$ cat src/common/timer_pair_map.vh
// timer pair constants: control bit positions, reset values, tick rate
// assumes a single clock feeding the divider and both timers
`ifndef TIMER_PAIR_MAP_VH
`define TIMER_PAIR_MAP_VH

// timer control low bit positions
`define CTL_EVEN_ENABLE 0
`define CTL_ODD_ENABLE 1
`define CTL_JOINED 2
`define CTL_EVEN_ONESHOT 3
`define CTL_ODD_ONESHOT 4
// implemented bits of timer control low, others read zero
`define CTL_USED_MASK 8'h1F

// reset values
`define CTL_RESET 8'h00
`define COUNT_RESET 8'h00
`define RELOAD_RESET 8'h00

// one timer update per this many crystal clocks
`define TICK_DIVIDE 8
`define TICK_COUNT_WIDTH 3

// count value one tick before terminal count
`define COUNT8_LAST 8'h01
`define COUNT16_LAST 16'h0001

`endif

$ cat src/design/tick_divider.v
// update tick generator: one pulse every DIVIDE reference clocks
// assumes rst asynchronous active high, ref_clk free running
`default_nettype none

module tick_divider #(
  parameter DIVIDE = 8,
  parameter WIDTH = 3
) (
  // clock and reset
  input wire ref_clk,
  input wire rst,
  // tick out
  output reg tick
);

  reg [WIDTH-1:0] phase;

  // free-running phase counter, tick on the last phase
  always @(posedge ref_clk or posedge rst) begin
    if (rst) begin
      phase <= {WIDTH{1'b0}};
      tick <= 1'b0;
    end else begin
      if (phase == DIVIDE[WIDTH-1:0] - {{(WIDTH-1){1'b0}}, 1'b1}) begin
        phase <= {WIDTH{1'b0}};
        tick <= 1'b1;
      end else begin
        phase <= phase + {{(WIDTH-1){1'b0}}, 1'b1};
        tick <= 1'b0;
      end
    end
  end

endmodule // tick_divider

`default_nettype wire

$ cat src/design/cascaded_down_timer_pair.v
// pair of 8-bit down timers, joinable into one 16-bit timer
// assumes software access arrives as write strobes on plain ports,
// synchronous to ref_clk; register contents are always visible on outputs
//
// Functional notes
// - joined mode interrupts only at 16-bit zero
// - joined mode posts one request, even timer's
// - even holds low byte, odd high byte
// - reload count in same cycle as request
// - joined mode always auto-reloads, ignoring single-shot
// - joined timer free-runs while request pending
// - repeated zero before service needs no flag
// - enabling write starts from current count, no reload
// - internal tick only, every eighth crystal clock
// - reset leaves all timers disabled
// - hardware single-shot clear beats software write
// - reads anytime, no side effect
// - control low reads zero after reset
`include "timer_pair_map.vh"
`default_nettype none

module cascaded_down_timer_pair #(
  parameter TICK_DIVIDE = `TICK_DIVIDE,
  parameter TICK_WIDTH = `TICK_COUNT_WIDTH
) (
  // clock and reset
  input wire ref_clk,
  input wire rst,
  // software writes
  input wire controlWrite,
  input wire evenCountWrite,
  input wire oddCountWrite,
  input wire evenReloadWrite,
  input wire oddReloadWrite,
  input wire [7:0] writeData,
  // register contents for software reads
  output reg [7:0] timerControlLow,
  output reg [7:0] evenCountValue,
  output reg [7:0] oddCountValue,
  output reg [7:0] evenReloadValue,
  output reg [7:0] oddReloadValue,
  // interrupt requests, one-cycle pulses
  output reg evenIrq,
  output reg oddIrq
);

  wire tick;
  reg [7:0] next_control;
  reg [7:0] next_evenCount;
  reg [7:0] next_oddCount;
  reg next_evenIrq;
  reg next_oddIrq;
  reg [9:0] evenStep;
  reg [9:0] oddStep;
  reg [15:0] joinedCount;

  // one 8-bit timer step: {post, clearEnable, nextCount}
  function [9:0] step8;
    input [7:0] count;
    input [7:0] reload;
    input oneShot;
    begin
      if (count == `COUNT8_LAST) begin
        if (oneShot)
          step8 = {1'b1, 1'b1, 8'h00};
        else
          step8 = {1'b1, 1'b0, reload};
      end else begin
        step8 = {1'b0, 1'b0, count - 8'h01};
      end
    end
  endfunction

  // internal update tick, no external clock source
  tick_divider #(
    .DIVIDE(TICK_DIVIDE),
    .WIDTH(TICK_WIDTH)
  ) u_tick (
    .ref_clk(ref_clk),
    .rst(rst),
    .tick(tick)
  );

  // next state of control, counts and requests
  always @* begin
    next_control = timerControlLow;
    next_evenCount = evenCountValue;
    next_oddCount = oddCountValue;
    next_evenIrq = 1'b0;
    next_oddIrq = 1'b0;
    evenStep = step8(evenCountValue, evenReloadValue,
      timerControlLow[`CTL_EVEN_ONESHOT]);
    oddStep = step8(oddCountValue, oddReloadValue,
      timerControlLow[`CTL_ODD_ONESHOT]);
    joinedCount = {oddCountValue, evenCountValue};
    // enabling only flips bits; counts are untouched
    if (controlWrite)
      next_control = writeData & `CTL_USED_MASK;
    if (tick && timerControlLow[`CTL_JOINED]) begin
      // joined: even enable runs the 16-bit counter
      if (timerControlLow[`CTL_EVEN_ENABLE]) begin
        if (joinedCount == `COUNT16_LAST) begin
          next_evenIrq = 1'b1;
          // reload regardless of single-shot bits
          next_evenCount = evenReloadValue;
          next_oddCount = oddReloadValue;
        end else begin
          // keeps running even with a request pending
          {next_oddCount, next_evenCount} = joinedCount - 16'h0001;
        end
      end
    end else if (tick) begin
      // split: two independent 8-bit timers
      if (timerControlLow[`CTL_EVEN_ENABLE]) begin
        next_evenIrq = evenStep[9];
        next_evenCount = evenStep[7:0];
        if (evenStep[8])
          next_control[`CTL_EVEN_ENABLE] = 1'b0;
      end
      if (timerControlLow[`CTL_ODD_ENABLE]) begin
        next_oddIrq = oddStep[9];
        next_oddCount = oddStep[7:0];
        if (oddStep[8])
          next_control[`CTL_ODD_ENABLE] = 1'b0;
      end
    end
    // software count writes override the tick update
    if (evenCountWrite)
      next_evenCount = writeData;
    if (oddCountWrite)
      next_oddCount = writeData;
  end

  // state registers; reads are plain wires, so no side effects
  always @(posedge ref_clk or posedge rst) begin
    if (rst) begin
      timerControlLow <= `CTL_RESET;
      evenCountValue <= `COUNT_RESET;
      oddCountValue <= `COUNT_RESET;
      evenReloadValue <= `RELOAD_RESET;
      oddReloadValue <= `RELOAD_RESET;
      evenIrq <= 1'b0;
      oddIrq <= 1'b0;
    end else begin
      timerControlLow <= next_control;
      evenCountValue <= next_evenCount;
      oddCountValue <= next_oddCount;
      if (evenReloadWrite)
        evenReloadValue <= writeData;
      if (oddReloadWrite)
        oddReloadValue <= writeData;
      evenIrq <= next_evenIrq;
      oddIrq <= next_oddIrq; // joined mode never posts here
    end
  end

endmodule // cascaded_down_timer_pair

`default_nettype wire

$ cat config.mk
export PLATFORM = sky130hd
export DESIGN_NAME = cascaded_down_timer_pair
export DESIGN_NICKNAME = d
export VERILOG_FILES = /design/src/design/tick_divider.v /design/src/design/cascaded_down_timer_pair.v
export VERILOG_INCLUDE_DIRS = /design/src /design/src/common
export SDC_FILE = /design/constraint.sdc
export NUM_CORES = 1
export LEC_CHECK = 0
export BUFFER_PORTS_ARGS = -buffer_cell sky130_fd_sc_hd__buf_2
export CELL_PAD_IN_SITES_DETAIL_PLACEMENT = 1
export CELL_PAD_IN_SITES_GLOBAL_PLACEMENT = 1
export CORE_MARGIN = 1.5
export CORE_UTILIZATION = 41
export DETAILED_ROUTE_END_ITERATION = 16
export GPL_TIMING_DRIVEN = 0
export PLACE_DENSITY_LB_ADDON = 0.1
export SLEW_MARGIN = 30
export SYNTH_ARGS = -nofsm -noshare
export SYNTH_HDL_FRONTEND = slang
export SYNTH_SLANG_ARGS = --single-unit
$ cat constraint.sdc
create_clock -name ref_clk -period 2.5 [get_ports ref_clk]
set_clock_uncertainty 0.15 [all_clocks]
set_input_delay 0.25 -clock ref_clk [delete_from_list [all_inputs] [get_ports ref_clk]]
set_output_delay 0.25 -clock ref_clk [all_outputs]
set_load 0.02 [all_outputs]
-- Word-level counts from Yosys, hierarchy flattened
Index checks and enable logic that the tools add are counted.
- reduce and logical (&&, ||, !) cells: 6
- add/subtract/negate cells: 4
- eq/ne operators: 7
- multiplexer cells: 33
- operators by type and width (kind ; number):
    8-bit 2-to-1 mux ; 12
    10-bit 2-to-1 mux ; 2
    9-bit 2-to-1 mux ; 2
    16-bit by 1-bit == test with 1-bit output, second input constant ; 1
    8-bit by 1-bit == test with 1-bit output, second input constant ; 2
    16-bit by 1-bit subtractor with 16-bit output, second input constant ; 1
    8-bit by 1-bit subtractor with 8-bit output, second input constant ; 2
    1-bit 2-to-1 mux ; 13
    3-bit inequality test, second input constant ; 3
    3-bit nonzero test ; 3
    2-bit 2-to-1 mux ; 3
    3-bit AND reduction ; 2
    3-bit by 1-bit adder with 3-bit output, second input constant ; 1
    3-bit == test, second input constant ; 1
    3-bit 2-to-1 mux ; 1
    1-bit logical AND ; 1
- register bits after elaboration: 43
- logic and storage cells: 60

-- Logic depth before layout (Yosys ltp)
Gate-level depths: netlist of run 1.
- word-level depth: 6
- gate-level depth with buffers: 8
- mapped depth without buffers: 7

-- Cells and area by module
A second synthesis of run 1 with hierarchy kept.
- cell total of the unflattened synthesis: 270
- area total of the unflattened synthesis: 2628.8 µm²
- modules (own cells, without submodules) (module ; seq. area each (µm²) ; cells an instance ; area an instance (µm²) ; instances):
    cascaded_down_timer_pair ; 975.9 ; 262 ; 2496.1 ; 1
    tick_divider ; 100.1 ; 8 ; 132.6 ; 1

-- Least setup slack after synthesis of run 1
OpenSTA, ideal clock, no wires.
- path kind: register -> register
- start point: register evenCountValue[0]
- end point: register oddCountValue[4]
- arrival time: 2.175 ns
- path buffers: 1
- cell stages (with the launch flop): 9
- setup time: 0.129 ns
- path slack: 0.046 ns
- clock period less this slack: 2.454 ns
- path through: dfrtp_1 inv_1 ha_1 or3b_1 clkbuf_1 or2_4 a2111o_1 a221oi_2 a31oi_1
- word-level cells in the longest chain between the ends: 5
- elaborated cells on any way between the ends: 6
- those cells by class: add/sub: 1; eq/ne: 1; mux: 4
- RTL lines (what ; RTL line ; text):
    from (decl) ; cascaded_down_timer_pair.v:38 ; output reg [7:0] evenCountValue,
    from (signal assigned) ; cascaded_down_timer_pair.v:138 ; evenCountValue <= `COUNT_RESET;
    from (signal assigned) ; cascaded_down_timer_pair.v:146 ; evenCountValue <= next_evenCount;
    16-bit by 1-bit subtractor with 16-bit output / 16-bit by 1-bit == test with 1-bit output (equally long branches) ; - ;
    8-bit 2-to-1 mux * ; cascaded_down_timer_pair.v:102 ; if (joinedCount == `COUNT16_LAST) begin
    8-bit 2-to-1 mux * ; cascaded_down_timer_pair.v:101 ; if (timerControlLow[`CTL_EVEN_ENABLE]) begin
    8-bit 2-to-1 mux * ; cascaded_down_timer_pair.v:99 ; if (tick && timerControlLow[`CTL_JOINED]) begin
    8-bit 2-to-1 mux * ; cascaded_down_timer_pair.v:130 ; if (oddCountWrite)
    to (signal assigned) ; cascaded_down_timer_pair.v:139 ; oddCountValue <= `COUNT_RESET;
    to (signal assigned) ; cascaded_down_timer_pair.v:147 ; oddCountValue <= next_oddCount;
    to (decl) ; cascaded_down_timer_pair.v:39 ; output reg [7:0] oddCountValue,
Every way passes the cells marked *; elsewhere a longest branch is shown, timed or not. The select of a mux whose other input is x is not followed.
A chain may end at the register's enable or synchronous reset.

-- Worst setup path in the final report of run 1
- start point: register oddCountValue[0]
- end point: register oddCountValue[6]
- word-level cells in the longest chain between the ends: 6
- elaborated cells on any way between the ends: 11
- those cells by class: add/sub: 2; eq/ne: 2; mux: 7
- RTL lines (what ; RTL line ; text):
    8-bit by 1-bit subtractor with 8-bit output / 8-bit by 1-bit == test with 1-bit output (equally long branches) ; - ;
    10-bit 2-to-1 mux ; cascaded_down_timer_pair.v:63 ; if (count == `COUNT8_LAST) begin
    8-bit 2-to-1 mux ; cascaded_down_timer_pair.v:120 ; if (timerControlLow[`CTL_ODD_ENABLE]) begin
    8-bit 2-to-1 mux ; cascaded_down_timer_pair.v:112 ; end else if (tick) begin
    8-bit 2-to-1 mux * ; cascaded_down_timer_pair.v:99 ;
    8-bit 2-to-1 mux * ; cascaded_down_timer_pair.v:130 ;
Marks and branches as above.

==> results of run 1 <==
## worst reg2reg max path, stage by stage (launching register included)
cell     delay (ns)
dfrtp_2        0.48
inv_1          0.16
ha_4           0.18
or4b_2         0.65
nor4_2         0.32
xor2_1         0.18
nand2_1        0.08
a31oi_1        0.18
## sequential cells by signal, indices dropped and copies added (netlist names)
| register | cells |
|---|---|
| oddReloadValue | 8 |
| u_tick.tick | 1 |
| oddIrq | 1 |
| timerControlLow | 5 |
| evenIrq | 1 |
| oddCountValue | 8 |
| evenCountValue | 8 |
| evenReloadValue | 8 |
| u_tick.phase | 3 |
## cells by family (layout without fill, tap and decap cells)
| family | after synthesis | after routing | synth area share |
|---|---|---|---|
| AND/OR/NAND/NOR | 82 | 82 | 0.170 |
| XOR/XNOR | 12 | 12 | 0.0422 |
| buffers and inverters | 30 | 96 | 0.0502 |
| other | 1 | 3 | 0.00151 |
| adder cells (fa/ha/maj) | 6 | 6 | 0.0301 |
| multiplexers | 20 | 20 | 0.0889 |
| flip-flops | 43 | 43 | 0.432 |
| AO/OA/AOI/OAI | 69 | 69 | 0.185 |
## power breakdown
| part | total, mW | switching (mW) | internal, mW |
|---|---|---|---|
| Sequential | 0.862 | 0.0955 | 0.767 |
| Clock | 0.458 | 0.263 | 0.195 |
| Combinational | 0.495 | 0.302 | 0.193 |
| Total | 1.82 | 0.661 | 1.15 |
## cell usage in the layout (no fill, tap or decap), types with 6 or more instances in the layout
master	count
mux2_2	17
clkbuf_1	8
inv_1	13
nor3_1	8
dfrtp_1	40
xor2_1	7
buf_2	50
o21ai_0	7
a221oi_1	8
nand2_1	17
nor2_1	24
a31oi_1	6
buf_4	10
o22ai_1	10
a21oi_1	20
## layer usage
layer / part of all wire / vias to the layer above
met3: 0.032 / 11
met4: 0.014 / 0
met2: 0.50 / 54
li1: - / 1096
met5: 0 / -
met1: 0.45 / 1163
## path summary, 6_finish.rpt
check,to,slack [ns],from,cells after the start
worst min register to register,u_tick.phase[0]$_DFF_PP0_,0.29,u_tick.phase[0]$_DFF_PP0_,1
min in group asynchronous,evenReloadValue[1]$_DFFE_PP0P_,0.33,rst,3
max in group asynchronous,oddCountValue[0]$_DFFE_PP0P_,1.37,rst,4
worst min-delay path,oddReloadValue[2]$_DFFE_PP0P_,0.09,writeData[2],3
worst max register to register,oddCountValue[6]$_DFFE_PP0P_,0.06,oddCountValue[0]$_DFFE_PP0P_,7
worst max-delay path,oddCountValue[6]$_DFFE_PP0P_,0.06,oddCountValue[0]$_DFFE_PP0P_,7
## metrics by stage
| step | power (mW) | std cells | hold slack (ns) | setup WS (ns) | util |
|---|---|---|---|---|---|
| floorplan | 1.15 | 265 | 0.217 | 0.0456 | - |
| global placement | 1.31 | 390 | 0.267 | -0.162 | 0.483 |
| detailed placement | 1.33 | 391 | 0.117 | -0.173 | 0.486 |
| CTS | 1.80 | 399 | 0.0786 | 0.00812 | 0.507 |
| global route | 1.92 | 406 | 0.105 | 0.00329 | 0.524 |
| finish | 1.82 | 406 | 0.0940 | 0.0631 | 0.524 |
## final cells by class
type                            instances  area (um2)  share of cell area
Buffer                                 13        61.3              0.0199
Clock inverter                          3        20.0             0.00649
Timing Repair Buffer                   59         333               0.108
Clock buffer                            5        68.8              0.0223
Tap cell                               75        93.8              0.0304
Multi-Input combinational cell        192        1370               0.443
Inverter                               16        60.1              0.0195
Sequential cell                        43        1080               0.350
## what timing repair did
| action | 4_1_cts | 5_1_grt |
|---|---|---|
| pin swaps | 0 | 3 |
| setup endpoints to repair | 15 | 15 |
| buffers inserted | 0 | 7 |
| hold buffers | 1 | 0 |
| resized for setup | 6 | 12 |
| hold endpoints to repair | 16 | 0 |
==> run summary, run 1 <==
final setup TNS = 0 ns
post-synth top area cell = dfrtp_1
clock sink total = 43
mapped cell area = 0.00249 mm2
Nets = 351
post-synthesis async set-or-reset flop share = 1.00
Slew @ Worst Pin = 0.666 ns
design area = 0.00308 mm2
gr usage total = 0.250
GRT met2 Usage = 0.423
pwr dens = 589 mW/mm2
Post-DP Area = 0.00286 mm2
io pins = 57
Hold Path Class = in -> reg
routing usage on met1 = 0.332
critical path type = reg -> reg
antenna diode count = 0
P&R area growth vs syn = 23.8%
initial antenna violation count = 0
Initial DRC Count = 128
worst path cell trace = inv_1 > ha_4 > or4b_2 > nor4_2 > xor2_1 > nand2_1 > a31oi_1
grt ovf = 0
input/output buffers = 50
Die Ht = 81.0 um
GR Layer Usage met3 = 0.0404
clock tree root buffer cell = clkbuf_8
most common cell in the synthesized netlist = dfrtp_1
crit path launch type = register
Seq/Total Area, Yosys = 0.432
total leakage power = 1.30 nW
via count = 2324
Crit Path Max Fanout = 7
ys flop type = dfrtp_1
# rows = 28
unrepaired setup endpoints after global routing = false
outcome = finished clean
largest net degree at the start of global routing = 28
max-slew violation count = 0
dpl hpwl = 5590 um
Crit path max-delay family = simple AND/OR/NAND/NOR gates
gr busiest metal = met2
first-pass GRT wire length = 12400 um
Worst path max stage delay = 0.65 ns
setup violators final = 0
Synth area leaders = dfrtp_1 (43%), mux2_2 (7.7%), a21oi_1 (4.0%)
Max clock buf depth = 2
drt drc = 0
synthesized area per cell = 9.47 um2
Clock Latency Late Sink = 0.30 ns
fin crit share = 0.975
synth unique cells = 52
vias in the first global route = 2320
Vias/cell = 5.72
Final Hold Viols = 0
fillers = 713
antenna-violating nets left = 0
Initial Util = 0.423
Slew HR = 0.553
YS warnings = 0
final wirelength = 7740 um
critical path data required time = 2.57 ns
Mapped Cells = 263
CTS tree = yes
Peak VDD IR = 0.269 mV
die footprint = 0.00655 mm2
H-tree Lvls = 2
most frequent cells after synthesis = dfrtp_1 (43), nor2_1 (24), a21oi_1 (20)
CP max stage cell = or4b_2
post-synthesis register bit count = 43
DR pass1 iterations = 4
EDFF count, synth = 0
Worst Setup End Kind = register
f_max = 410 MHz
Die Width = 81.0 um
layout cells sized above 1 = 0.329
CP Buf/Inv Count = 1
RePlAce Congestion = 0.847
worst endpoint data arrival time = 2.51 ns
clk slew on worst S/H paths = 0.09 ns
TritonCTS Buffers = 5
total of max-cap violations = 0
core footprint = 0.00589 mm2
routed len/inst = 19.1 um
post-synth top area share = 0.432
minimum clock period = 2.44 ns
No activity file was read; power rests on OpenSTA's default activity.
==> run 2, diff against run 1 <==
Settings changed: PLACE_DENSITY set to 0.9, PLACE_DENSITY_LB_ADDON 0.1 to not set.
==> run summary, run 2 (synthesized netlist as in run 1, its figures left out) <==
DR pass1 iterations = 4 (unchanged)
Hold Path Class = in -> reg (unchanged)
H-tree Lvls = 2 (unchanged)
Die Width = 81.0 um (unchanged)
routed len/inst = 19.1 um (about the same)
drt drc = 0 (unchanged)
Setup WS post-layout = 0.0647 ns (was 0.0631 ns)
Die Ht = 81.0 um (unchanged)
initial antenna violation count = 0 (unchanged)
layout cells sized above 1 = 0.326 (was 0.329)
cell-internal power = 1.17 mW (was 1.15 mW)
Slew HR = 0.532 (was 0.553)
Clock Latency Late Sink = 0.30 ns (about the same)
pwr dens = 588 mW/mm2 (was 589 mW/mm2)
sw frac = 0.352 (was 0.364)
gr usage total = 0.248 (was 0.250)
fin crit share = 0.974 (was 0.975)
design area = 0.00308 mm2 (about the same)
vias in the first global route = 2438 (was 2320)
crit path launch type = register (unchanged)
grt ovf = 0 (unchanged)
# rows = 28 (unchanged)
largest net degree at the start of global routing = 29 (was 28)
Worst Setup End Kind = register (unchanged)
power share of the clock group = 0.250 (was 0.252)
Crit Path Max Fanout = 6 (was 7)
max-slew violation count = 0 (unchanged)
minimum clock period = 2.44 ns (about the same)
setup violators final = 0 (unchanged)
Reg power frac = 0.480 (was 0.475)
total of max-cap violations = 0 (unchanged)
total leakage power = 1.31 nW (was 1.30 nW)
logic gate share of total power = 0.270 (was 0.273)
P&R area growth vs syn = 23.5% (was 23.8%)
Vias/cell = 5.89 (was 5.72)
fillers = 704 (was 713)
Placed Cells incl. Taps = 391 (unchanged)
input/output buffers = 50 (unchanged)
critical path type = reg -> reg (unchanged)
die footprint = 0.00655 mm2 (unchanged)
critical path data required time = 2.53 ns (was 2.57 ns)
final setup TNS = 0 ns (unchanged)
antenna diode count = 0 (unchanged)
Final Hold Viols = 0 (unchanged)
clock tree root buffer cell = clkbuf_8 (unchanged)
io pins = 57 (unchanged)
Slew @ Worst Pin = 0.698 ns (was 0.666 ns)
switching power = 0.636 mW (was 0.661 mW)
antenna-violating nets left = 0 (unchanged)
Peak VDD IR = 0.306 mV (was 0.269 mV)
worst endpoint data arrival time = 2.46 ns (was 2.51 ns)
Initial DRC Count = 208 (was 128)
Post-DP Area = 0.00286 mm2 (unchanged)
Initial Util = 0.423 (unchanged)
clock sink total = 43 (unchanged)
via count = 2373 (was 2324)
f_max = 411 MHz (was 410 MHz)
Place WS = -0.166 ns (was -0.173 ns)
Finished Core Util = 0.523 (was 0.524)
clk slew on worst S/H paths = 0.08 ns (was 0.09 ns)
TritonCTS Buffers = 5 (unchanged)
Layout Cells excl Fill = 403 (was 406)
most frequent cells in the layout = buf_2 (50), dfrtp_1 (39), nor2_1 (24), a21oi_1 (20), nand2_1 (18) (was buf_2 (50), dfrtp_1 (40), nor2_1 (24), a21oi_1 (20))
Nets = 349 (was 351)
unrepaired setup endpoints after global routing = false (unchanged)
most common cell after layout, fill and taps aside = buf_2 (unchanged)
CTS tree = yes (unchanged)
final wirelength = 7700 um (was 7740 um)
area of the multi-input gates = 0.00137 mm2 (about the same)
first-pass GRT wire length = 12200 um (was 12400 um)
outcome = finished clean (unchanged)
RePlAce Congestion = 0.915 (was 0.847)
dpl hpwl = 5540 um (was 5590 um)
Max clock buf depth = 2 (unchanged)
Sequential Area = 0.00108 mm2 (about the same)
core footprint = 0.00589 mm2 (unchanged)
run 2: final cells by class:
cell class              instances  share of cell area
well taps                      75              0.0305
clock inverters                 1             0.00163
flip-flops and latches         43               0.352
clock buffers                   6              0.0269
plain buffers                  13              0.0199
repair buffers                 57               0.103
inverters                      16              0.0195
multi-input cells             192               0.447
run 2: worst paths after layout:
path	end	cells after the start	startpoint	slack, ns
min in group asynchronous	timerControlLow[2]$_DFFE_PP0P_	3	rst	0.34
min reg2reg	u_tick.phase[0]$_DFF_PP0_	1	u_tick.phase[0]$_DFF_PP0_	0.29
min	evenCountValue[0]$_DFFE_PP0P_	3	writeData[0]	0.08
max	oddCountValue[4]$_DFFE_PP0P_	5	evenCountValue[6]$_DFFE_PP0P_	0.06
max in group asynchronous	evenCountValue[1]$_DFFE_PP0P_	4	rst	1.37
max reg2reg	oddCountValue[4]$_DFFE_PP0P_	5	evenCountValue[6]$_DFFE_PP0P_	0.06
run 2: stage by stage:
stage | total power [mW] | hold slack, ns
finish | 1.81 | 0.0843
global route | 1.91 | 0.104
CTS | 1.78 | 0.0904
detailed placement | 1.33 | 0.100
global placement | 1.30 | 0.264
floorplan | 1.15 | 0.217
run 2: power groups by stage:
stage / Clock (mW) / Combinational (mW) / Sequential (mW)
6_report: 0.453 / 0.489 / 0.867
5_1_grt: 0.492 / 0.534 / 0.880
4_1_cts: 0.460 / 0.461 / 0.863
3_5_place_dp: 0 / 0.452 / 0.874
3_3_place_gp: 0 / 0.436 / 0.869
2_1_floorplan: 0 / 0.213 / 0.941
run 2: per-layer routing:
layer / track usage / wire [um] / share of wire / vias up
met3: 0.0449 / 492 / 0.064 / 13
met5: 0 / 0 / 0 / -
li1: - / - / - / 1090
met2: 0.421 / 3890 / 0.51 / 91
met1: 0.316 / 3180 / 0.41 / 1179
met4: 0.0879 / 134 / 0.017 / 0
run 2: what timing repair did:
action	in CTS	in global routing
pin swaps	0	2
resized for setup	5	15
hold buffers	1	0
setup endpoints to repair	14	14
endpoints found under the hold margin	15	0
setup buffers	0	5
run 2: critical path: stages (launching register included):
cell and delay (ns):
dfrtp_1 0.47, or4_4 0.63, or2_4 0.30, a2111o_1 0.39, a221oi_2 0.27, a31oi_1 0.11
